`config.mk`:
```
export PLATFORM = sky130hd
export DESIGN_NAME = asrc_regs
export DESIGN_NICKNAME = d
export VERILOG_FILES = /design/src/asrc_pkg.sv /design/src/asrc_sync3.sv /design/src/asrc_regs.sv
export SDC_FILE = /design/constraint.sdc
export NUM_CORES = 1
export LEC_CHECK = 0
export BUFFER_PORTS_ARGS = -buffer_cell sky130_fd_sc_hd__buf_2
export CORE_ASPECT_RATIO = 2
export CORE_MARGIN = 2
export CORE_UTILIZATION = 54
export DETAILED_ROUTE_END_ITERATION = 10
export PLACE_DENSITY = 0.85
export SLEW_MARGIN = 10
export SYNTH_ARGS = -nofsm -noshare
export SYNTH_HDL_FRONTEND = slang
export SYNTH_SLANG_ARGS = --single-unit
```
`constraint.sdc`:
```
create_clock -name clk -period 2.17 [get_ports clk]
set_input_delay 0.1085 -clock clk [delete_from_list [all_inputs] [get_ports clk]]
set_output_delay 0.1085 -clock clk [all_outputs]
set_load 0.005 [all_outputs]
```
`src/asrc_pkg.sv`:
```
// Constants for the status and rate/filter register pair of the converter.
// Assumes a decoded register-command port from the serial command front end.
package asrc_pkg;
  localparam int ASRC_AW = 5;
  localparam int ASRC_DW = 8;
  localparam logic [4:0] ASRC_ADDR_STATUS = 5'h01;
  localparam logic [4:0] ASRC_ADDR_RATECFG = 5'h02;
  localparam logic [7:0] ASRC_STATUS_RST = 8'h01;
  localparam logic [7:0] ASRC_RATECFG_RST = 8'h24;
  localparam int ASRC_B_LOCK = 7;
  localparam int ASRC_B_CHK = 6;
  localparam int ASRC_B_AMPL = 5;
  localparam int ASRC_B_AMPH = 4;
  localparam int ASRC_B_VREFL = 3;
  localparam int ASRC_B_NEW = 2;
  localparam int ASRC_B_CLK = 1;
  localparam int ASRC_B_RST = 0;
  localparam logic [4:0] ASRC_RATE_MAXCODE = 5'h10;
  localparam int ASRC_RATE_LSB = 3;
  localparam logic [2:0] ASRC_FILT_FIR = 3'h4;
  localparam logic [7:0] ASRC_UNMAPPED = 8'h00;
endpackage

```
`src/asrc_sync3.sv`:
```
// Three-stage synchroniser plus an output flop for asynchronous pin levels.
// Assumes one system clock; output changes when stages two and three agree.
`timescale 1ns/1ns
module asrc_sync3 #(
  parameter int WIDTH = 1
) (
  input wire logic clk,
  input wire logic rst_n,
  input wire logic [WIDTH-1:0] din,
  output logic [WIDTH-1:0] dout
);
  logic [WIDTH-1:0] stage1;
  logic [WIDTH-1:0] stage2;
  logic [WIDTH-1:0] stage3;
  ////////////////////////////////////////////////////////////////////////////
  // Stage one is read only by stage two, against metastability
  always_ff @(posedge clk) begin
    if (!rst_n) begin
      stage1 <= '0;
      stage2 <= '0;
      stage3 <= '0;
      dout <= '0;
    end else begin
      stage1 <= din;
      stage2 <= stage1;
      stage3 <= stage2;
      for (int i = 0; i < WIDTH; i++) begin
        if (stage2[i] == stage3[i]) begin
          dout[i] <= stage3[i];
        end
      end
    end
  end
endmodule

```
`src/asrc_regs.sv`:
```
// Status and rate/filter register pair of a delta-sigma converter.
// Assumes a command decoder on clk delivering one-cycle register command
// strobes, and analog monitor / clock-detect levels arriving asynchronously.
`timescale 1ns/1ns
module asrc_regs (
  input wire logic clk,
  input wire logic rst_n,
  input wire logic regReadCmd,
  input wire logic regWriteCmd,
  input wire logic [asrc_pkg::ASRC_AW-1:0] regAddr,
  input wire logic [asrc_pkg::ASRC_DW-1:0] regWrData,
  input wire logic lockCmd,
  input wire logic unlockCmd,
  input wire logic checkFault,
  input wire logic convStart,
  input wire logic convDone,
  input wire logic dataRead,
  input wire logic ampLowPin,
  input wire logic ampHighPin,
  input wire logic vrefLowPin,
  input wire logic extClockPin,
  output logic [asrc_pkg::ASRC_DW-1:0] regRdData,
  output logic regRdValid,
  output logic [4:0] rateSelect,
  output logic [2:0] filterSelect,
  output logic rateIsMax,
  output logic convRestart
);
  import asrc_pkg::*;

  logic writeLock;
  logic checkFaultFlag;
  logic ampLowAlarm;
  logic ampHighAlarm;
  logic vrefLowAlarm;
  logic newSampleFlag;
  logic resetFlag;
  logic [3:0] monSync;
  logic [7:0] rateFilterConfig;
  logic [7:0] statusValue;
  logic wrOk;
  logic wrStatus;
  logic wrRate;

  ////////////////////////////////////////////////////////////////////////////
  // Pin levels cross into clk through four flops (three stages and the output flop)
  asrc_sync3 #(.WIDTH(4)) uSync (
    .clk(clk),
    .rst_n(rst_n),
    .din({extClockPin, vrefLowPin, ampHighPin, ampLowPin}),
    .dout(monSync)
  );

  // Write qualification; lock blocks writes, never reads
  assign wrOk = regWriteCmd && !writeLock;
  assign wrStatus = wrOk && (regAddr == ASRC_ADDR_STATUS);
  assign wrRate = wrOk && (regAddr == ASRC_ADDR_RATECFG);

  ////////////////////////////////////////////////////////////////////////////
  // Lock state; unlock wins if both arrive together
  always_ff @(posedge clk) begin
    if (!rst_n) begin
      writeLock <= 1'b0;
    end else if (unlockCmd) begin
      writeLock <= 1'b0;
    end else if (lockCmd) begin
      writeLock <= 1'b1;
    end
  end

  // Sticky check fault; a new fault beats a host clear in the same cycle
  always_ff @(posedge clk) begin
    if (!rst_n) begin
      checkFaultFlag <= 1'b0;
    end else if (checkFault) begin
      checkFaultFlag <= 1'b1;
    end else if (wrStatus) begin
      checkFaultFlag <= regWrData[ASRC_B_CHK];
    end
  end

  // Reset indicator; only the host can bring it to zero
  always_ff @(posedge clk) begin
    if (!rst_n) begin
      resetFlag <= 1'b1;
    end else if (wrStatus) begin
      resetFlag <= regWrData[ASRC_B_RST];
    end
  end

  ////////////////////////////////////////////////////////////////////////////
  // Alarms latch the monitor and clear at conversion start; a monitor still
  // asserted at start re-sets the bit, so a standing fault is never hidden
  always_ff @(posedge clk) begin
    if (!rst_n) begin
      ampLowAlarm <= 1'b0;
      ampHighAlarm <= 1'b0;
      vrefLowAlarm <= 1'b0;
    end else begin
      ampLowAlarm <= monSync[0] | (ampLowAlarm & ~convStart);
      ampHighAlarm <= monSync[1] | (ampHighAlarm & ~convStart);
      vrefLowAlarm <= monSync[2] | (vrefLowAlarm & ~convStart);
    end
  end

  // New result flag; completion beats a simultaneous data read
  always_ff @(posedge clk) begin
    if (!rst_n) begin
      newSampleFlag <= 1'b0;
    end else if (convDone) begin
      newSampleFlag <= 1'b1;
    end else if (dataRead) begin
      newSampleFlag <= 1'b0;
    end
  end

  ////////////////////////////////////////////////////////////////////////////
  // Rate/filter register and restart strobe on any accepted write to the rate/filter address
  always_ff @(posedge clk) begin
    if (!rst_n) begin
      rateFilterConfig <= ASRC_RATECFG_RST;
      convRestart <= 1'b0;
    end else begin
      convRestart <= wrRate;
      if (wrRate) begin
        rateFilterConfig <= regWrData;
      end
    end
  end

  // Decoded configuration outputs, registered
  always_ff @(posedge clk) begin
    if (!rst_n) begin
      rateSelect <= ASRC_RATECFG_RST[ASRC_DW-1:ASRC_RATE_LSB];
      filterSelect <= ASRC_RATECFG_RST[ASRC_RATE_LSB-1:0];
      rateIsMax <= 1'b0;
    end else begin
      rateSelect <= rateFilterConfig[ASRC_DW-1:ASRC_RATE_LSB];
      filterSelect <= rateFilterConfig[ASRC_RATE_LSB-1:0];
      rateIsMax <= rateFilterConfig[ASRC_DW-1:ASRC_RATE_LSB] >= ASRC_RATE_MAXCODE;
    end
  end

  ////////////////////////////////////////////////////////////////////////////
  // Status byte assembly
  always_comb begin
    statusValue = '0;
    statusValue[ASRC_B_LOCK] = writeLock;
    statusValue[ASRC_B_CHK] = checkFaultFlag;
    statusValue[ASRC_B_AMPL] = ampLowAlarm;
    statusValue[ASRC_B_AMPH] = ampHighAlarm;
    statusValue[ASRC_B_VREFL] = vrefLowAlarm;
    statusValue[ASRC_B_NEW] = newSampleFlag;
    statusValue[ASRC_B_CLK] = monSync[3];
    statusValue[ASRC_B_RST] = resetFlag;
  end

  // Read port; served regardless of lock, unmapped reads return zero
  always_ff @(posedge clk) begin
    if (!rst_n) begin
      regRdData <= '0;
      regRdValid <= 1'b0;
    end else begin
      regRdValid <= regReadCmd;
      if (regReadCmd) begin
        case (regAddr)
          ASRC_ADDR_STATUS: regRdData <= statusValue;
          ASRC_ADDR_RATECFG: regRdData <= rateFilterConfig;
          default: regRdData <= ASRC_UNMAPPED;
        endcase
      end
    end
  end

  ////////////////////////////////////////////////////////////////////////////
  // Checks; all watch state the design drives, clocked on clk
  // Lock behaviour: locked writes leave no trace, commands take one cycle
  AST_LOCK_BLOCKS_WRITE: assert property (@(posedge clk) disable iff (!rst_n)
    writeLock && regWriteCmd && regAddr == ASRC_ADDR_RATECFG
    |=> $stable(rateFilterConfig) && !convRestart)
    else $error("write accepted while locked");
  AST_LOCK_SET: assert property (@(posedge clk) disable iff (!rst_n)
    lockCmd && !unlockCmd |=> writeLock)
    else $error("lock not reported");
  AST_LOCK_CLEAR: assert property (@(posedge clk) disable iff (!rst_n)
    unlockCmd |=> !writeLock)
    else $error("unlock not reported");
  // Check fault stays set until a host write of zero with no new fault
  AST_CHK_STICKY: assert property (@(posedge clk) disable iff (!rst_n)
    checkFault || (checkFaultFlag && !wrStatus) |=> checkFaultFlag)
    else $error("check fault lost");
  AST_CHK_CLEAR: assert property (@(posedge clk) disable iff (!rst_n)
    wrStatus && !checkFault && !regWrData[ASRC_B_CHK] |=> !checkFaultFlag)
    else $error("check fault not cleared by host");
  // Alarms: set from the synchronised monitor, dropped only at a start
  AST_ALARM_CLEAR: assert property (@(posedge clk) disable iff (!rst_n)
    convStart && !monSync[0] |=> !ampLowAlarm)
    else $error("low alarm not cleared at start");
  AST_HIGH_ALARM: assert property (@(posedge clk) disable iff (!rst_n)
    monSync[1] |=> ampHighAlarm)
    else $error("high alarm not set");
  AST_VREF_HOLD: assert property (@(posedge clk) disable iff (!rst_n)
    vrefLowAlarm && !convStart |=> vrefLowAlarm)
    else $error("reference alarm dropped early");
  // New result flag: completion sets, a lone data read clears
  AST_NEW_SAMPLE: assert property (@(posedge clk) disable iff (!rst_n)
    convDone |=> newSampleFlag)
    else $error("new sample flag not set");
  AST_NEW_CLEAR: assert property (@(posedge clk) disable iff (!rst_n)
    dataRead && !convDone |=> !newSampleFlag)
    else $error("new sample flag not cleared by read");
  // Reset indicator moves only on a host write or a reset
  AST_RESET_FLAG_HOLD: assert property (@(posedge clk) disable iff (!rst_n)
    !wrStatus |=> $stable(resetFlag))
    else $error("reset indicator changed without a write");
  // Configuration write, its restart strobe and the decoded copies
  AST_RESTART: assert property (@(posedge clk) disable iff (!rst_n)
    wrRate |=> convRestart && rateFilterConfig == $past(regWrData))
    else $error("rate write did not restart");
  AST_RATE_MAX: assert property (@(posedge clk) disable iff (!rst_n)
    rateIsMax == (rateSelect >= ASRC_RATE_MAXCODE))
    else $error("maximum rate flag disagrees with rate code");
  // Read port answers every read one cycle later, locked or not
  AST_RD_VALID: assert property (@(posedge clk) disable iff (!rst_n)
    regReadCmd |=> regRdValid)
    else $error("read not answered");
  AST_RD_PULSE: assert property (@(posedge clk) disable iff (!rst_n)
    !regReadCmd |=> !regRdValid)
    else $error("read valid without a read");
  AST_RD_STATUS: assert property (@(posedge clk) disable iff (!rst_n)
    regReadCmd && regAddr == ASRC_ADDR_STATUS |=> regRdData == $past(statusValue))
    else $error("status read returned wrong byte");
  // Reset values, with no disable so that reset itself is covered
  AST_RESET_VAL: assert property (@(posedge clk)
    !rst_n |=> rateFilterConfig == ASRC_RATECFG_RST && resetFlag && !writeLock)
    else $error("reset values wrong");
endmodule

```
# Word level (Yosys, flattened, before mapping)
# Cells that the tools add are included.
# word_totals
ff_bits	50
latch_bits	0
ramBits	0
rom_bits	0
inputBits	27
output_inout_bits	19
word_cells	48
mem_count	0
# classes
addsub	0
multipliers	0
n_div	0
magnitude_cmp	1
eq_ne	6
shift	0
muxes	5
n_bitwise	8
reduce_logical	7
# ops
cell	n
$pmux W8 S2	1
$eq A5 B1 Y1 const B	1
$eq A5 B2 Y1 const B	1
$ge A5 B5 Y1 const B	1
$eq A1 B1 Y1	4
$mux W1	4
$reduce_bool A2 Y1	2
$and A1 B1 Y1	3
$logic_and A1 B1 Y1	3
$or A1 B1 Y1	3
$not A1 Y1	2
$reduce_or A2 Y1	1
$logic_not A1 Y1	1

# Depth between registers and ports, before layout
# logic_depth
depth_word	5
ltp_mapped	5

# Cells and area by module
# A second synthesis with hierarchy kept.
# unflattened
cells_unflattened	171
area_unflattened_um2	1739.2
# modules_own_cells
module	instances	cells_per_inst	area_each_um2	seq_area_each_um2
asrc_regs	1	130	1257.5	680.7
asrc_sync3	1	41	481.7	320.3

# Worst setup path after synthesis
# OpenSTA, ideal clock, no wires.
# synth_path
kind	input-to-reg
startpoint	input regAddr[3] (netlist name)
endpoint	register rateFilterConfig[2]
arrival_ps	1081
required_ps	2049
setup_slack_ps	968
path_stages	4
path_buffers	1
cell_sequence	nor3_4 > and4b_1 > buf_6 > mux2_4
# synth_between
elab_chain_len	2
# synth_rtl
element	line_no	text
start, declared	asrc_regs.sv:10	input wire logic [asrc_pkg::ASRC_AW-1:0] regAddr,
$eq A5 B2 Y1	asrc_regs.sv:57	assign wrRate = wrOk && (regAddr == ASRC_ADDR_RATECFG);
$logic_and A1 B1 Y1	asrc_regs.sv:57	
end signal, assigned	asrc_regs.sv:126	rateFilterConfig <= regWrData;
end, declared	asrc_regs.sv:39	logic [7:0] rateFilterConfig;
# Every way passes these cells.
# A chain may end at the register's enable or synchronous reset.

# Worst setup path after layout
# layout_path
startpoint	register writeLock
endpoint	register rateFilterConfig[2]
# layout_between
elab_chain_len	3
# layout_rtl
element	line_no	text
start, declared	asrc_regs.sv:31	logic writeLock;
start signal, assigned	asrc_regs.sv:63	writeLock <= 1'b0;
start signal, assigned	asrc_regs.sv:65	writeLock <= 1'b0;
start signal, assigned	asrc_regs.sv:67	writeLock <= 1'b1;
$logic_not A1 Y1	asrc_regs.sv:55	assign wrOk = regWriteCmd && !writeLock;
$logic_and A1 B1 Y1	asrc_regs.sv:55	
$logic_and A1 B1 Y1	asrc_regs.sv:57	
# Every way passes these cells.

==> impl_metrics.ini <==
[run_status]
status = finished, final reports clean

[detailed_routing]
wl_per_cell_um = 12.8
drt_iter0_drc = 14
wl_um = 3240
avgViaCountPerCell = 5.31
vias = 1348
drc = 0
drtAntennaViolNets = 0
first_pass_iters = 4

[critical_path]
r2r.worst_path.cells = 2
cp.arrival_ns = 1.60
crit_path_start = writeLock
endpoint_kind = flip-flop
crit_type = flip-flop to flip-flop
r2r_start = writeLock
crit_path_start_kind = flip-flop
reg2reg_setup_slack_ns = 0.77
crit_required_ns = 2.37
critical_path.max_fanout = 9
critPathCapture = rateFilterConfig[2]
r2r-end = rateFilterConfig[2]

[sta]
finalCriticalPeriod_ns = 1.40
slew_headroom = 0.648
final_hold_viol_count = 0
rsz0062_at_grt = false
worst_slew_pin_slew_ns = 0.527
setup_viol = 0
drv_slew = 0
fin_worst_skew_ns = 0.00721
fin_crit_sh = 0.646
tns_ns = 0
fmax_ghz = 0.713

[synth]
synth_ff_type = dfxtp_1
synthTopCellsByCount = dfxtp_1 (50), nand3_1 (18), nand2_1 (16), and2_1 (14), o21ai_0 (14)
ys_seq_area_frac = 0.590
synth_cells = 174
yosys-top-cells-area = dfxtp_1 (59%), nand3_1 (5.3%), and2_1 (5.2%), o21ai_0 (4.1%), mux2i_1 (3.5%)
ys_warn_count = 0
ys_seq_elements = 50
syn-num-nets = 201
synth_top_area_cell = dfxtp_1
synth.distinct_cells = 23
synth_edf_count = 0
yosysTopAreaCellShare = 0.590
syn_avg_cell_area_sq_um = 9.76
post-synth-top-count-cell = dfxtp_1
ys_async_sr_fraction = 0
synthesis.area_sq_um = 1700

[global_routing]
grt_usage = 0.197
grt_pass1_vias = 1266
antenna_found_initial = 0
grt_pass1_wl_um = 5340
grt_max_degree = 26
gr-total-overflow = 0

[floorplan]
row_count = 28
initial_core_util = 0.570
dieHeight_um = 83.3
ios = 46
die_w_um = 43.7
dieArea_sq_um = 3640
fp.coreArea_sq_um = 2980

[clock_tree]
post_cts_buffers = 0
clock_path_buffers = 2
postCtsHoldBufs = 2
root_buffer = clkbuf_8
clk_pin_slew_ns = 0.09
htree_num_levels = 2
cts_sinks = 50
cts_tree = built
ctsResizeCount = 0
worstSkewPairLatency_ns = 0.30
cts-buffers-inserted = 5

[hold_path]
hold_class = input pin to flip-flop
hp-start = extClockPin

[placed_design]
port_buffers = 45
place_congestion = 0.756
dp_hpwl_um = 2420
placedCellCount = 243

[power_and_ir_drop]
p_leak_uw = 0.000930
ir_drop_mv = 0.838
powerDensity_nw_per_um2 = 808

[cells_and_area]
multi_input_area_sq_um = 614
final_layout_size_suffix_gt1_frac = 0.254
diodes = 0
finalNonFillerCells = 254
seq_area_sq_um = 1000
fin_nets = 250
fill_cells = 258
syn_to_final_growth_pct = 22.2

[job]
drv_cap = 0
## cell type report
class | count | area share
clock inverters | 1 | 0.0145
repair buffers | 51 | 0.134
multi-input cells | 105 | 0.296
inverters | 10 | 0.0181
well taps | 30 | 0.0181
flip-flops and latches | 50 | 0.483
clock buffers | 7 | 0.0368
## power by group
part           total, uW  leakage [uW]  switching (uW)  internal, uW
logic                102      0.000470            53.1          49.4
registers            949      0.000408            9.48           940
clock network        625     0.0000524             281           345
total               1680      0.000930             343          1330
## critical path: stages, from the launching register on
cell	delay, ns
dfxtp_1	0.35
and4b_1	0.60
mux2_4	0.35
## layer usage
metal  track usage  share of wire  vias up
met5             0              0        -
met1         0.188           0.37      623
met2         0.346           0.55       36
met4         0.124          0.039        0
li1              -              -      679
met3        0.0522          0.046       10
## placed cells by master, fill, tap and decap left out, types with 2 or more instances in the layout
cell / count
dfxtp_1: 50
inv_1: 9
nor2_1: 5
clkbuf_8: 5
o21ai_0: 14
a21oi_1: 9
dlygate4sd3_1: 3
clkbuf_1: 2
and2_1: 14
nand2_1: 16
buf_4: 3
mux2i_1: 6
mux2_4: 2
a31oi_1: 9
nand2b_1: 4
buf_2: 45
nand3_1: 18
nor2b_1: 2
## worst min path at each step
stage / to / slack [ns] / cells past startpoint
2_1_floorplan: writeLock / 0.19 / 1
3_3_place_gp: writeLock / 0.27 / 2
3_5_place_dp: writeLock / 0.29 / 2
4_1_cts: uSync.stage1[0] / 0.0008 / 2
5_1_grt: uSync.stage1[3] / 0.01 / 2
6_report: uSync.stage1[3] / 0.02 / 2
## through the flow
step / hold slack [ns] / util / setup slack, ns / area [sq um] / power [uW]
after floorplan: 0.188 / - / 0.968 / 1700 / 1020
after global placement: 0.273 / 0.651 / 0.690 / 1940 / 1070
after detailed placement: 0.286 / 0.651 / 0.643 / 1940 / 1070
after CTS: 0.000773 / 0.693 / 0.761 / 2060 / 1690
after global routing: 0.00951 / 0.697 / 0.701 / 2070 / 1740
final: 0.0160 / 0.697 / 0.767 / 2070 / 1680
## flip-flops by register name (all words and copies together), names as in the netlist
name	flops
ampHighAlarm	1
ampLowAlarm	1
checkFaultFlag	1
convRestart	1
filterSelect	3
newSampleFlag	1
rateFilterConfig	8
rateIsMax	1
rateSelect	5
regRdData	8
regRdValid	1
resetFlag	1
uSync.dout	4
uSync.stage1	4
uSync.stage2	4
uSync.stage3	4
vrefLowAlarm	1
writeLock	1
## kinds of logic (layout without fill, tap and decap cells)
group / Yosys count / after routing / share of synthesized area
buffers and inverters: 19 / 69 / 0.0486
AND/OR/NAND/NOR: 65 / 65 / 0.208
flip-flops: 50 / 50 / 0.590
multiplexers: 8 / 8 / 0.0531
AO/OA/AOI/OAI: 32 / 32 / 0.101
(Power assumes the default switching activity.)
